==> src/hw/ssm_pkg.sv <==
/*
  Package for the slave state machine block: state codes, mailbox protocol
  codes and distributed-clock time constants.
  Assumes a single 200 MHz device clock shared by every user of the package.
*/
package ssm_pkg;

  // Clock period in picoseconds and local time step per cycle in nanoseconds.
  localparam int unsigned CLK_PERIOD_PS = 5000;
  localparam int unsigned TIME_UNIT_PS  = 1000;
  localparam logic [63:0] TIME_STEP_NS  = 64'(CLK_PERIOD_PS / TIME_UNIT_PS);

  // Local time value at reset: zero stands for 2000-01-01 00:00.
  localparam logic [63:0] TIME_EPOCH    = 64'h0;

  // Width of the short local time kept by a reduced device.
  localparam int unsigned SHORT_TIME_W  = 32;

  // Mailbox protocol code of the file-transfer protocol.
  localparam logic [3:0]  MBX_FILE_XFER = 4'h4;

  // Safe output value forced while outputs are not released.
  localparam logic [31:0] SAFE_OUTPUTS  = 32'h0;

  // Number of mailbox channels, first process-data channel and total channels.
  localparam int unsigned MBX_CHANNELS  = 2;
  localparam int unsigned PD_FIRST_CH   = 2;
  localparam int unsigned NUM_CHANNELS  = 4;

  // One-hot state codes of the slave state machine.
  typedef enum logic [4:0] {
    ST_STARTUP  = 5'h01,
    ST_PREPARE  = 5'h02,
    ST_GUARDED  = 5'h04,
    ST_RUNNING  = 5'h08,
    ST_FWUPDATE = 5'h10
  } ssm_state_t;

endpackage

==> src/hw/ssm_state_machine.sv <==
/*
  Slave state machine with transition checks, traffic gating, input snapshot
  and output drive, plus the distributed-clock local time.
  Assumes the master presents one requested state at a time and holds
  request_valid for one cycle; check inputs come from the controller.
*/
`timescale 1ns/1ps
module ssm_state_machine (
  // Clock and reset.
  input  wire logic        clk_sys,
  input  wire logic        resetn,
  // State requests from the master.
  input  wire logic        request_valid,
  input  wire logic [4:0]  request_state,
  // Configuration checks from the controller.
  input  wire logic [3:0]  channel_ok,
  input  wire logic        mapping_ok,
  input  wire logic        dc_used,
  input  wire logic        dc_ok,
  input  wire logic        watchdog_enable,
  // Mailbox and process-data requests.
  input  wire logic        mbx_valid,
  input  wire logic [3:0]  mbx_protocol,
  input  wire logic        pd_valid,
  // Process data.
  input  wire logic [31:0] input_data,
  input  wire logic [31:0] master_output_data,
  // Local time correction.
  input  wire logic        time_load,
  input  wire logic [63:0] time_value,
  // Answers and status.
  output logic             ack,
  output logic             refuse,
  output logic [4:0]       current_state,
  output logic             mbx_accept,
  output logic             pd_accept,
  output logic             snapshot_write,
  output logic [31:0]      snapshot_data,
  output logic [31:0]      output_drive,
  output logic [63:0]      local_time,
  output logic [31:0]      local_time_short
);

  typedef struct packed {
    ssm_pkg::ssm_state_t state;
    logic                ack;
    logic                refuse;
    logic                snap_we;
    logic [31:0]         snap;
    logic [31:0]         outs;
  } ssm_reg_t;

  ssm_reg_t r;
  ssm_reg_t next_r;
  logic     mbx_ok;
  logic     pd_ok;
  logic     go;

  // Mailbox channels are the low pair; process channels start at two.
  assign mbx_ok = &channel_ok[ssm_pkg::MBX_CHANNELS-1:0];
  assign pd_ok  = &channel_ok[ssm_pkg::NUM_CHANNELS-1:ssm_pkg::PD_FIRST_CH] && mapping_ok
                  && (!dc_used || dc_ok);

  // Transition decision, snapshot and output drive. Requests for the current
  // state, or for startup from anywhere, are always acknowledged.
  always_comb begin
    next_r         = r;
    next_r.ack     = 1'b0;
    next_r.refuse  = 1'b0;
    next_r.snap_we = 1'b0;
    go             = 1'b0;
    if (request_valid) begin
      unique case (r.state)
        ssm_pkg::ST_STARTUP: begin
          if (request_state == ssm_pkg::ST_PREPARE) go = mbx_ok;
          else if (request_state == ssm_pkg::ST_FWUPDATE) go = 1'b1;
          else go = (request_state == ssm_pkg::ST_STARTUP);
        end
        ssm_pkg::ST_PREPARE: begin
          if (request_state == ssm_pkg::ST_GUARDED) go = pd_ok;
          else go = (request_state == ssm_pkg::ST_STARTUP)
                    || (request_state == ssm_pkg::ST_PREPARE);
        end
        ssm_pkg::ST_GUARDED: begin
          // Running is the bring-up goal; valid outputs are the master's duty.
          go = (request_state == ssm_pkg::ST_RUNNING)
               || (request_state == ssm_pkg::ST_PREPARE)
               || (request_state == ssm_pkg::ST_STARTUP)
               || (request_state == ssm_pkg::ST_GUARDED);
        end
        ssm_pkg::ST_RUNNING: begin
          go = (request_state != ssm_pkg::ST_FWUPDATE) && (request_state != 5'h00)
               && $onehot(request_state);
        end
        ssm_pkg::ST_FWUPDATE: begin
          go = (request_state == ssm_pkg::ST_STARTUP)
               || (request_state == ssm_pkg::ST_FWUPDATE);
        end
        default: go = 1'b0;
      endcase
      if (go) begin
        next_r.state = ssm_pkg::ssm_state_t'(request_state);
        next_r.ack   = 1'b1;
      end else begin
        next_r.refuse = 1'b1;
      end
      // Inputs are captured in the same cycle the guarded acknowledge rises.
      if (go && request_state == ssm_pkg::ST_GUARDED && r.state == ssm_pkg::ST_PREPARE) begin
        next_r.snap    = input_data;
        next_r.snap_we = 1'b1;
      end
    end
    // Cyclic input refresh while process data runs.
    if (r.state == ssm_pkg::ST_GUARDED || r.state == ssm_pkg::ST_RUNNING) begin
      next_r.snap    = input_data;
      next_r.snap_we = 1'b1;
    end
    // Outputs follow the master only in running, or guarded with no watchdog.
    if (r.state == ssm_pkg::ST_RUNNING) begin
      next_r.outs = master_output_data;
    end else if (r.state == ssm_pkg::ST_GUARDED && !watchdog_enable) begin
      next_r.outs = master_output_data;
    end else begin
      next_r.outs = ssm_pkg::SAFE_OUTPUTS;
    end
  end

  // State register; reset lands in startup with safe outputs.
  always_ff @(posedge clk_sys or negedge resetn) begin
    if (!resetn) begin
      r.state   <= ssm_pkg::ST_STARTUP;
      r.ack     <= 1'b0;
      r.refuse  <= 1'b0;
      r.snap_we <= 1'b0;
      r.snap    <= 32'h0;
      r.outs    <= ssm_pkg::SAFE_OUTPUTS;
    end else begin
      r <= next_r;
    end
  end

  // Traffic gating is combinational so a request is answered in its cycle.
  always_comb begin
    mbx_accept = 1'b0;
    pd_accept  = 1'b0;
    unique case (r.state)
      ssm_pkg::ST_STARTUP: begin
        mbx_accept = 1'b0;
        pd_accept  = 1'b0;
      end
      ssm_pkg::ST_PREPARE: begin
        mbx_accept = mbx_valid;
        pd_accept  = 1'b0;
      end
      ssm_pkg::ST_GUARDED, ssm_pkg::ST_RUNNING: begin
        mbx_accept = mbx_valid;
        pd_accept  = pd_valid;
      end
      ssm_pkg::ST_FWUPDATE: begin
        mbx_accept = mbx_valid && (mbx_protocol == ssm_pkg::MBX_FILE_XFER);
        pd_accept  = 1'b0;
      end
      default: begin
        mbx_accept = 1'b0;
        pd_accept  = 1'b0;
      end
    endcase
  end

  assign ack            = r.ack;
  assign refuse         = r.refuse;
  assign current_state  = r.state;
  assign snapshot_write = r.snap_we;
  assign snapshot_data  = r.snap;
  assign output_drive   = r.outs;

  ssm_local_time u_time (
    .clk_sys          (clk_sys),
    .resetn           (resetn),
    .time_load        (time_load),
    .time_value       (time_value),
    .local_time       (local_time),
    .local_time_short (local_time_short)
  );

  property p_startup_block;
    @(posedge clk_sys) disable iff (!resetn)
      current_state == ssm_pkg::ST_STARTUP |-> !mbx_accept && !pd_accept;
  endproperty
  a_startup_block: assert property (p_startup_block) else $error("startup traffic");

  property p_prep_check;
    @(posedge clk_sys) disable iff (!resetn)
      request_valid && current_state == ssm_pkg::ST_STARTUP
      && request_state == ssm_pkg::ST_PREPARE && !mbx_ok
      |=> current_state == ssm_pkg::ST_STARTUP && refuse;
  endproperty
  a_prep_check: assert property (p_prep_check) else $error("bad mailbox accepted");

  property p_prep_pd;
    @(posedge clk_sys) disable iff (!resetn)
      current_state == ssm_pkg::ST_PREPARE |-> !pd_accept && (mbx_accept == mbx_valid);
  endproperty
  a_prep_pd: assert property (p_prep_pd) else $error("preparation gating");

  property p_guard_check;
    @(posedge clk_sys) disable iff (!resetn)
      request_valid && current_state == ssm_pkg::ST_PREPARE
      && request_state == ssm_pkg::ST_GUARDED && !pd_ok
      |=> current_state == ssm_pkg::ST_PREPARE;
  endproperty
  a_guard_check: assert property (p_guard_check) else $error("bad channels accepted");

  property p_snapshot;
    @(posedge clk_sys) disable iff (!resetn)
      $rose(current_state == ssm_pkg::ST_GUARDED) && $past(current_state) == ssm_pkg::ST_PREPARE
      |-> ack && snapshot_write && snapshot_data == $past(input_data);
  endproperty
  a_snapshot: assert property (p_snapshot) else $error("no input snapshot");

  property p_safe_out;
    @(posedge clk_sys) disable iff (!resetn)
      current_state == ssm_pkg::ST_GUARDED && watchdog_enable
      ##1 current_state == ssm_pkg::ST_GUARDED |-> output_drive == ssm_pkg::SAFE_OUTPUTS;
  endproperty
  a_safe_out: assert property (p_safe_out) else $error("outputs not safe");

  property p_run_out;
    @(posedge clk_sys) disable iff (!resetn)
      current_state == ssm_pkg::ST_RUNNING |=> output_drive == $past(master_output_data);
  endproperty
  a_run_out: assert property (p_run_out) else $error("outputs not driven");

  property p_fw_entry;
    @(posedge clk_sys) disable iff (!resetn)
      $rose(current_state == ssm_pkg::ST_FWUPDATE) |-> $past(current_state) == ssm_pkg::ST_STARTUP;
  endproperty
  a_fw_entry: assert property (p_fw_entry) else $error("firmware entry illegal");

  property p_fw_mbx;
    @(posedge clk_sys) disable iff (!resetn)
      current_state == ssm_pkg::ST_FWUPDATE && mbx_protocol != ssm_pkg::MBX_FILE_XFER
      |-> !mbx_accept && !pd_accept;
  endproperty
  a_fw_mbx: assert property (p_fw_mbx) else $error("firmware traffic leak");

  property p_refuse_hold;
    @(posedge clk_sys) disable iff (!resetn)
      refuse |-> !ack && current_state == $past(current_state);
  endproperty
  a_refuse_hold: assert property (p_refuse_hold) else $error("refused but moved");

endmodule // ssm_state_machine

==> src/hw/ssm_local_time.sv <==
/*
  Distributed-clock local time counter, 64 bit, one count per nanosecond.
  Assumes the master writes corrections through the load port.
*/
`timescale 1ns/1ps
module ssm_local_time (
  // Clock and reset.
  input  wire logic        clk_sys,
  input  wire logic        resetn,
  // Correction from the master.
  input  wire logic        time_load,
  input  wire logic [63:0] time_value,
  // Current time.
  output logic      [63:0] local_time,
  output logic      [31:0] local_time_short
);

  typedef struct packed {
    logic [63:0] count;
  } ssm_lt_reg_t;

  ssm_lt_reg_t r;
  ssm_lt_reg_t next_r;

  // Advance by the nanoseconds per clock; the master's load overrides the step.
  always_comb begin
    next_r = r;
    if (time_load) begin
      next_r.count = time_value;
    end else begin
      next_r.count = r.count + ssm_pkg::TIME_STEP_NS;
    end
  end

  // Reset places time at the epoch.
  always_ff @(posedge clk_sys or negedge resetn) begin
    if (!resetn) begin
      r.count <= ssm_pkg::TIME_EPOCH;
    end else begin
      r <= next_r;
    end
  end

  assign local_time       = r.count;
  // The short view simply wraps on its own after about 4.3 s.
  assign local_time_short = r.count[ssm_pkg::SHORT_TIME_W-1:0];

  property p_time_step;
    @(posedge clk_sys) disable iff (!resetn)
      !time_load |=> local_time == $past(local_time) + ssm_pkg::TIME_STEP_NS;
  endproperty
  a_time_step: assert property (p_time_step) else $error("local time step wrong");

endmodule // ssm_local_time

==> config.mk <==
export PLATFORM = sky130hd
export DESIGN_NAME = ssm_state_machine
export DESIGN_NICKNAME = d
export VERILOG_FILES = /design/src/hw/ssm_pkg.sv /design/src/hw/ssm_state_machine.sv /design/src/hw/ssm_local_time.sv
export SDC_FILE = /design/constraint.sdc
export NUM_CORES = 1
export LEC_CHECK = 0
export BUFFER_PORTS_ARGS = -buffer_cell sky130_fd_sc_hd__buf_2
export CAP_MARGIN = 20
export CORE_UTILIZATION = 51
export CTS_BUF_LIST = sky130_fd_sc_hd__clkbuf_8
export DETAILED_ROUTE_END_ITERATION = 8
export PLACE_DENSITY = 0.8
export SETUP_SLACK_MARGIN = 0.15
export SYNTH_ARGS = -nofsm -noshare
export SYNTH_HDL_FRONTEND = slang
export SYNTH_SLANG_ARGS = --single-unit
==> constraint.sdc <==
create_clock -name clk_sys -period 3.3 [get_ports clk_sys]
set_clock_uncertainty 0.2 [all_clocks]
set_input_delay 0.165 -clock clk_sys [delete_from_list [all_inputs] [get_ports clk_sys]]
set_output_delay 0.165 -clock clk_sys [all_outputs]
set_load 0.02 [all_outputs]
Word level (Yosys, flattened, before mapping):

Index checks and enable logic that the tools add are counted.

* reduce and logical (&&, ||, !) cells: 26
* equal/unequal tests: 13
* add/sub/neg operators: 5
* multiplexer cells: 15

Operators by type and width (count)
* 33-bit two-way mux: 2
* 64-bit by 3-bit adder with 64-bit output (second input constant): 1
* 32-bit two-way mux: 2
* 64-bit two-way mux: 1
* 35-bit two-way mux: 1
* 5-bit by 1-bit == test with 1-bit output (second input constant): 2
* 5-bit by 2-bit == test with 1-bit output (second input constant): 2
* 5-bit by 3-bit == test with 1-bit output (second input constant): 2
* 5-bit by 4-bit == test with 1-bit output (second input constant): 2
* 5-bit == test (second input constant): 2
* 1-bit logical AND: 8
* 2-bit AND reduction: 4
* 1-bit logical OR: 7
* 1-bit two-way mux: 7
* 5-bit inequality test (second input constant): 1
* 1-bit case mux with 5 select lines: 1
* 5-bit nonzero test: 1
* 1-bit by 1-bit adder with 2-bit output: 2
* 4-bit by 3-bit == test with 1-bit output (second input constant): 1
* 2-bit nonzero test: 2
* 2-bit by 2-bit adder with 3-bit output: 1
* 3-bit by 1-bit adder with 3-bit output: 1
* 3-bit by 1-bit == test with 1-bit output (second input constant): 1
* 3-bit OR reduction: 1
* other kinds (3): 4

* bits in registers: 136
* output and inout port bits: 170
* bits of input ports: 151
* logic and storage cells: 66

Depth between registers and ports, before layout:

Gate-level depths: netlist (run 1).

* depth after elaboration: 12
* depth in mapped cells: 12
* mapped depth without buffers: 11

Cells and area by module:

A second synthesis (run 1) with hierarchy kept.

* cell total of the unflattened synthesis: 866
* area total of the unflattened synthesis: 8167.8 sq um

Modules (own cells, without submodules)
* ssm_local_time: sequential area each 1601.5 sq um, cells each 461, area an instance 4092.7 sq um, times used 1
* ssm_state_machine: sequential area each 1803.0 sq um, cells each 405, area an instance 4075.2 sq um, times used 1

Worst setup path after synthesis (run 1):

No wires, ideal clock.

* path type: input to register
* start: input port request_state[3]
* end: register r (netlist bit current_state[4])
* arrival: 2567 ps
* setup slack: 408 ps
* cell stages on the path: 12
* setup time: 125 ps
* required time: 2975 ps
* buffers on the path: 1
* path through: clkbuf_1 > inv_1 > fa_1 > fa_1 > inv_1 > ha_1 > nor3_1 > nand4_1 > o211ai_1 > o31ai_1 > inv_1 > mux2_2

* longest elaborated chain between the ends: 8
* elaborated cells between the ends (all ways): 24
* those cells by class: 3 x add/sub; 7 x eq/ne; 5 x mux; 9 x reduce/logical

Ends and longest elaborated chain
* from (decl): line ssm_state_machine.sv:14 `input wire logic [4:0] request_state,`
* 1-bit by 1-bit adder with 2-bit output (not written as such): line ssm_state_machine.sv:93 `&& $onehot(request_state);`
* 2-bit by 2-bit adder with 3-bit output (not written as such): line ssm_state_machine.sv:93
* 3-bit by 1-bit adder with 3-bit output (not written as such): line ssm_state_machine.sv:93
* 3-bit by 1-bit == test with 1-bit output: line ssm_state_machine.sv:93
* 1-bit logical AND: line ssm_state_machine.sv:93
* 1-bit case mux with 5 select lines *: line ssm_state_machine.sv:73 `unique case (r.state)`
* 1-bit two-way mux *: line ssm_state_machine.sv:72 `if (request_valid) begin`
* 2-bit AND reduction (no line) *
* to (signal assigned): line ssm_state_machine.sv:138 `r <= next_r;`
* to (decl): line ssm_state_machine.sv:53 `ssm_reg_t r;`

Every way passes the cells marked *; elsewhere a longest branch is shown, timed or not. The select of a mux whose other input is x is not followed.
A chain may end at the register's enable or synchronous reset.

Worst setup path in the final report (run 1):

* start: input port request_state[4]
* end: register r (netlist bit snapshot_data[5])

* longest elaborated chain between the ends: 10
* elaborated cells between the ends (all ways): 25
* those cells by class: 1 x add/sub; 7 x eq/ne; 5 x mux; 12 x reduce/logical

Ends and longest elaborated chain
* parallel branches: the longest is 6 deep, another holds 3-bit by 1-bit adder with 3-bit output
* 1-bit logical AND * (2 in a row): line ssm_state_machine.sv:108 `if (go && request_state == ssm_pkg::ST_GUARDED && r.state == ssm_pkg::ST_PREPARE) begin`
* 2-bit nonzero test (no line) *
* 2-bit AND reduction (no line) *

Every way passes the cells marked *. The select of a mux whose other input is x is not followed.

==> impl_metrics.ini, run 1 <==
[sta]
setup_viol_count_final = 0
slew_headroom_pct = 52.5
timing.final.crit_share_pct = 90.7
postLayoutSetupSlackWorst_ns = 0.306
rsz0062_at_grt = true
tightest_slew_ns = 0.707
hold_viol_final = 0
period_needed_ns = 2.99
slew_violations = 0
max_freq_mhz = 334

[global_routing]
grt_max_degree = 70
grt-ovfl-total = 0
grtUsageTotal_pct = 33.6
first_global_vias = 8467
grt_pass1_wl_um = 42700
grt_antenna_before_repair = 0

[power_and_ir_drop]
irDropWorstVdd_uv = 565
power.density_nw_per_um2 = 560
p_leak_nw = 5.08

[finish]
multi_input_area_sq_um = 3980
layout.nets = 1438
nFillCells = 1038
regArea_sq_um = 3400
drive_above_1_share_pct = 30.5
fin_area_sq_um = 11400
antenna_cells = 0
area_growth_pct = 43.6

[floorplan]
initial_core_util_pct = 52.1
dieArea_sq_um = 16000
num_rows = 45
die_y_um = 127
die_width_um = 127
top_level_ports = 321
coreArea_sq_um = 15200

[routing]
wl_um = 26900
drc = 0
wirelength_met1_um = 10300
wl_met3_um = 2350
via_per_inst = 5.94
dr_wl_met2_um = 13300
first_pass_iters = 5
wire_per_inst_um = 18.2
vias = 8791
dr.first_iter.drc_count = 800
ant_nets = 0
routed.top_layer = met4

[yosys]
synth.distinct_cells = 54
synth_nets = 1025
synthTopCellsByArea = dfrtp_1 (43%), and2_1 (5.6%), nand2_1 (4.3%)
synthCells = 867
synthAdderAreaFrac_pct = 1.29
ys_seq_area_share_pct = 42.9
synthMuxAreaShare_pct = 0.994
synth.most_common_cell = dfrtp_1
synth-edff-count = 0
synthTopCellsByCount = dfrtp_1 (135), nand2_1 (91), and2_1 (71), clkbuf_1 (59), nand4_1 (52)
netlist_area_sq_um = 7930
synthDominantCellAreaShare_pct = 42.6
async_flop_share_pct = 100
syn-mean-instance-area_sq_um = 9.14
yosysTopAreaCell = dfrtp_1
ys_seq_elements = 136
synth-simple-area-share_pct = 28.6
synth_xor_area_share_pct = 3.65
synth_compound_area_share_pct = 15.4
synth_top_family_by_area = simple AND/OR/NAND/NOR gates
synth_warnings = 0
synth_ff_type = dfrtp_1

[status]
status = finished, final reports clean

[critical_path]
cp_max_fo = 17
cp.arrival_ns = 3.11
crit_type = in -> reg
timing.critical_path.to_type = flip-flop
start_kind = input port
worst-endpoint-required_ns = 3.42

[placed_design]
gp_congestion = 0.950
dp_hpwl_um = 16200
post-place-ws_ns = -0.137
io_buffers = 320
place_area_sq_um = 9470

[flow_run]
cap_viol_max_count = 0

[hold_path]
worst_hold_path_type = in -> reg

[clocking]
htreeDepth = 4
cts_tree = yes
clock_sinks = 136
ctsLongestPathBuffers = 2
clkTransAtPathRegs_ns = 0.09
clk_latency_ns = 0.45
root_buffer = clkbuf_8
cts_inserted_buffers = 17
[area by class of cell]
class                   count  share of cell area, %
clock buffers              19                   2.30
clock inverters            13                   1.37
inverters                  16                  0.528
multi-input cells         619                   34.9
flip-flops and latches    136                   29.9
well taps                 188                   2.07
repair buffers            490                   28.9
[kinds of logic (layout without fill, tap and decap cells)]
family / Yosys count / count (layout)
AO/OA/AOI/OAI: 170 / 170
XOR/XNOR: 33 / 33
adder cells (fa/ha/maj): 7 / 7
buffers and inverters: 112 / 538
flip-flops: 136 / 136
multiplexers: 7 / 7
AND/OR/NAND/NOR: 402 / 402
[path summary, 6_finish.rpt]
path,from,end,slack (ns),cells past startpoint
worst max register to register,current_state[4],snapshot_data[5],0.36,7
max in group asynchronous,resetn,u_time.local_time[63],1.99,3
worst max-delay path,request_state[4],snapshot_data[5],0.31,13
worst min register to register,u_time.local_time[58],u_time.local_time[58],0.39,2
min in group asynchronous,resetn,u_time.local_time[46],0.08,2
worst min-delay path,request_valid,snapshot_data[29],0.07,3
[stage by stage]
| step | util (%) | setup TNS, ns | std cells | hold WS [ns] | power, mW |
|---|---|---|---|---|---|
| after CTS | 74.7 | 0 | 1479 | 0.0242 | 6.31 |
| after global routing | 74.9 | 0 | 1481 | 0.0802 | 6.76 |
| after detailed placement | 62.3 | -1.45 | 1300 | 0.0183 | 4.71 |
| final | 74.9 | 0 | 1481 | 0.0654 | 6.38 |
| after floorplan | - | 0 | 867 | -0.331 | 3.95 |
| after global placement | 62.3 | -0.0218 | 1300 | 0.0109 | 4.65 |
[power by group]
part	switching (mW)	internal (mW)
clock network	0.719	0.734
logic	1.57	1.17
registers	0.268	1.92
[sequential cells by signal (all words and copies together) (netlist names)]
name and cells:
ack 1, current_state 5, output_drive 32, refuse 1, snapshot_data 32, snapshot_write 1
u_time.local_time 64
[critical path: stages]
cell and delay, ns:
dlygate4sd3_1 0.55, buf_2 0.19, inv_1 0.09, fa_1 0.38, inv_1 0.06, ha_1 0.22
nor3_1 0.21, nand4_1 0.16, o211ai_1 0.19, nor3_2 0.14, buf_6 0.20, buf_12 0.15
o311ai_1 0.40
[layer usage]
| layer | vias up | GRT usage [%] |
|---|---|---|
| met5 | - | 0 |
| met4 | 0 | 16.0 |
| met3 | 96 | 8.10 |
| met2 | 513 | 56.4 |
| met1 | 4163 | 40.9 |
| li1 | 4019 | - |
[timing repair]
item / CTS / global route
setup buffers: 0 / 0
hold buffers: 147 / 0
gates resized for setup: 0 / 2
hold endpoints to repair: 200 / 0
setup endpoints to repair: 0 / 2
[cells in the final DEF, fill, tap and decap left out, types with 4 or more instances in the layout]
cell	count
a221oi_1	32
a31oi_1	27
and2_1	70
and3_1	11
and4_1	5
buf_2	319
buf_4	18
clkbuf_8	19
clkinv_4	4
dfrtp_1	135
dlygate4sd3_1	147
ha_1	5
inv_1	16
inv_6	7
mux2_2	7
nand2_1	91
nand3_1	26
nand4_1	52
nor2_1	43
nor2b_1	4
nor3_1	7
nor3b_1	32
nor4_1	7
o21ai_0	45
o311ai_0	27
o311ai_1	5
o31ai_1	18
or3_1	15
or4_1	20
xnor2_1	13
xor2_1	20
Note: power is estimated with default switching activity, not from simulation.
==> run 2: changes to the inputs <==
--- a/config.mk
+++ b/config.mk
@@ -7,11 +7,13 @@
 export LEC_CHECK = 0
 export BUFFER_PORTS_ARGS = -buffer_cell sky130_fd_sc_hd__buf_2
 export CAP_MARGIN = 20
-export CORE_UTILIZATION = 51
+export CORE_MARGIN = 2
+export CORE_UTILIZATION = 30
 export CTS_BUF_LIST = sky130_fd_sc_hd__clkbuf_8
 export DETAILED_ROUTE_END_ITERATION = 8
-export PLACE_DENSITY = 0.8
+export PLACE_DENSITY = 0.5
 export SETUP_SLACK_MARGIN = 0.15
 export SYNTH_ARGS = -nofsm -noshare
 export SYNTH_HDL_FRONTEND = slang
+export SYNTH_HIERARCHICAL = 1
 export SYNTH_SLANG_ARGS = --single-unit
==> run 2 against run 1 <==
  * Clock power hardly changed
  * Combinational power is 12% lower
  * Critical path depth fell by 1
  * Count of clock-buffer cells in the layout down 2
  * Worst setup slack improved by 0.028 ns
  * Register-to-register slack gained 0.17 ns
  * Synthesized cell count is 0.12% lower
  * Sequential share of layout area decreased by 0.71 points
==> impl_metrics.ini, run 2 <==
[status]
status = finished, final reports clean

[global_routing]
first_global_vias = 8149
grt_max_degree = 73
grt-ovfl-total = 0
busiest_layer = met2
grt_pass1_wl_um = 44400
grt_use_met1_pct = 26.1
grtUsageTotal_pct = 19.4
grt_antenna_before_repair = 0
gr-usage-met2_pct = 31.9
met3_usage_pct = 4.63

[critical_path]
rrSetupSlack_ns = 0.53
cp_cell_sequence = dlygate4sd3_1 -> buf_2 -> inv_1 -> fa_1 -> inv_1 -> ha_1 -> or3_1 -> a2111oi_4 -> a211o_4 -> nor3_4 -> buf_12 -> o311ai_1
r2r_start = current_state[1]
cp_max_fo = 11
start_kind = input port
slowest_stage = nor3_4
crit_path_max_incr_delay_ns = 0.62
crit_type = in -> reg
crit_top_cell = inv_1
timing.critical_path.to_type = flip-flop
cp_num_buf_inv = 5
cp.arrival_ns = 3.05
critPathTopFamily = buffers and inverters
worstReg2RegEnd = snapshot_data[8]
worst-endpoint-required_ns = 3.38
rr_worst_depth = 5

[routing]
ant_nets = 0
drc = 0
via_per_inst = 5.28
wl_um = 28900
wire_per_inst_um = 17.8
vias = 8553
first_pass_iters = 7
dr.first_iter.drc_count = 600

[floorplan]
num_rows = 60
initial_core_util_pct = 30.4
die_width_um = 169
dieArea_sq_um = 28600
top_level_ports = 321
coreArea_sq_um = 26900
die_y_um = 169

[finish]
mostFrequentLayoutCell = buf_2
mostFrequentLayoutCells = buf_2 (319), dfrtp_1 (135), dlygate4sd3_1 (134)
area_growth_pct = 42.7
largest_reg_flops = 64
nFillCells = 2642
final_util_pct = 43.4
antenna_cells = 0
stdcell_count = 1620
layout.nets = 1424
drive_above_1_share_pct = 32.7

[yosys]
ys_seq_area_share_pct = 41.7
netlist_area_sq_um = 8170
async_flop_share_pct = 100
synth_warnings = 6
synth_ff_type = dfrtp_1
synthTopCellsByArea = dfrtp_1 (41%), nand4_1 (4.1%), nand2_1 (3.8%)
syn-mean-instance-area_sq_um = 9.43
synth.most_common_cell = dfrtp_1
synth.distinct_cells = 64
synthDominantCellAreaShare_pct = 41.4
ys_seq_elements = 136
synth_nets = 1024
yosysTopAreaCell = dfrtp_1
synth-edff-count = 0
synthTopCellsByCount = dfrtp_1 (135), nand2_1 (83), nand4_1 (54), clkbuf_1 (49)
synthCells = 866

[hold_path]
worst_hold_path_type = in -> reg
hold_path_startpoint = request_valid
whs_path_depth = 3
min_to = snapshot_data[13]

[placed_design]
gp_congestion = 0.789
io_buffers = 320
dp_hpwl_um = 19100
placedCellCount = 1454

[flow_run]
cap_viol_max_count = 0

[clocking]
clk_latency_ns = 0.44
htreeDepth = 4
clock_sinks = 136
cts_setup_buffers = 0
clkTransAtPathRegs_ns = 0.09
cts_inserted_buffers = 17
ctsLongestPathBuffers = 2
root_buffer = clkbuf_8
cts_tree = yes
cts_resized = 0

[sta]
max_freq_mhz = 337
rsz0062_at_grt = false
tightest_slew_ns = 1.09
hold_viol_final = 0
setup_viol_count_final = 0
timing.final.crit_share_pct = 89.9
slew_violations = 0
period_needed_ns = 2.97
finalHoldWorstSlack_ns = 0.0596
slew_headroom_pct = 27.6

[power_and_ir_drop]
irDropWorstVdd_uv = 286
p_leak_nw = 5.15
power.density_nw_per_um2 = 513
run 2: cell types whose count changed in the layout (fill, tap and decap cells not counted), moves of 8 or more:
| cell | before | now |
|---|---|---|
| o311ai_0 | 27 | 0 |
| dlygate4sd3_1 | 147 | 134 |
| nand2_1 | 91 | 83 |
| and3_1 | 11 | 40 |
| and2_1 | 70 | 34 |
| o311ai_1 | 5 | 32 |
| or3_1 | 15 | 7 |
run 2: timing repair:
action / in CTS / in global routing
hold buffers: 134 / 0
hold endpoints to repair: 203 / 0
setup endpoints to repair: 0 / 2
run 2: layout make-up:
type	count	area [sq um]	share of cell area [%]
clock buffer	17	234	2.01
multi-input combinational	616	4170	35.7
tap	341	427	3.66
timing repair buffer	480	3220	27.6
inverter	15	56.3	0.483
sequential	136	3400	29.2
clock inverter	15	153	1.31
run 2: per-stage QoR:
step	area, sq um	power, mW	setup TNS (ns)	setup slack (ns)
3_5_place_dp	9930	4.42	-0.0813	-0.0219
2_1_floorplan	8170	3.70	0	0.297
4_1_cts	11700	6.03	0	0.265
6_report	11700	5.98	0	0.334
5_1_grt	11700	6.37	0	0.247
3_3_place_gp	9930	4.41	0	0.0325
run 2: worst max path at each step:
stage / start / to / slack (ns) / cells past startpoint
CTS: request_state[2] / snapshot_data[1] / 0.27 / 12
finish: request_state[2] / snapshot_data[5] / 0.33 / 12
global placement: request_state[0] / snapshot_data[31] / 0.03 / 12
global route: request_state[2] / snapshot_data[6] / 0.25 / 12
floorplan: request_state[0] / snapshot_data[0] / 0.30 / 11
detailed placement: request_state[0] / snapshot_data[21] / -0.02 / 12
run 2: power breakdown:
group	switching, mW	internal (mW)	leakage [nW]
clock network	0.812	0.628	0.191
registers	0.261	1.88	1.57
logic	1.39	1.01	3.39
run 2: kinds of logic after synthesis:
kind of cell	count (synthesis)	share of synthesized area, %
compound gates	171	15.6
xor+xnor	35	3.75
fa+ha+maj	7	1.26
buf+inv	114	7.75
flops	136	41.7
mux	11	1.50
simple gates	392	28.4
run 2: worst min-delay path: stages:
cell,delay [ns]
buf_2,0.29
nand2_1,0.13
o311ai_1,0.07
run 2: per-layer routing:
| metal | up-vias | wire length, um |
|---|---|---|
| met2 | 345 | 13500 |
| met3 | 24 | 1920 |
| met5 | - | 0 |
| li1 | 4022 | - |
| met4 | 0 | 372 |
| met1 | 4162 | 13100 |
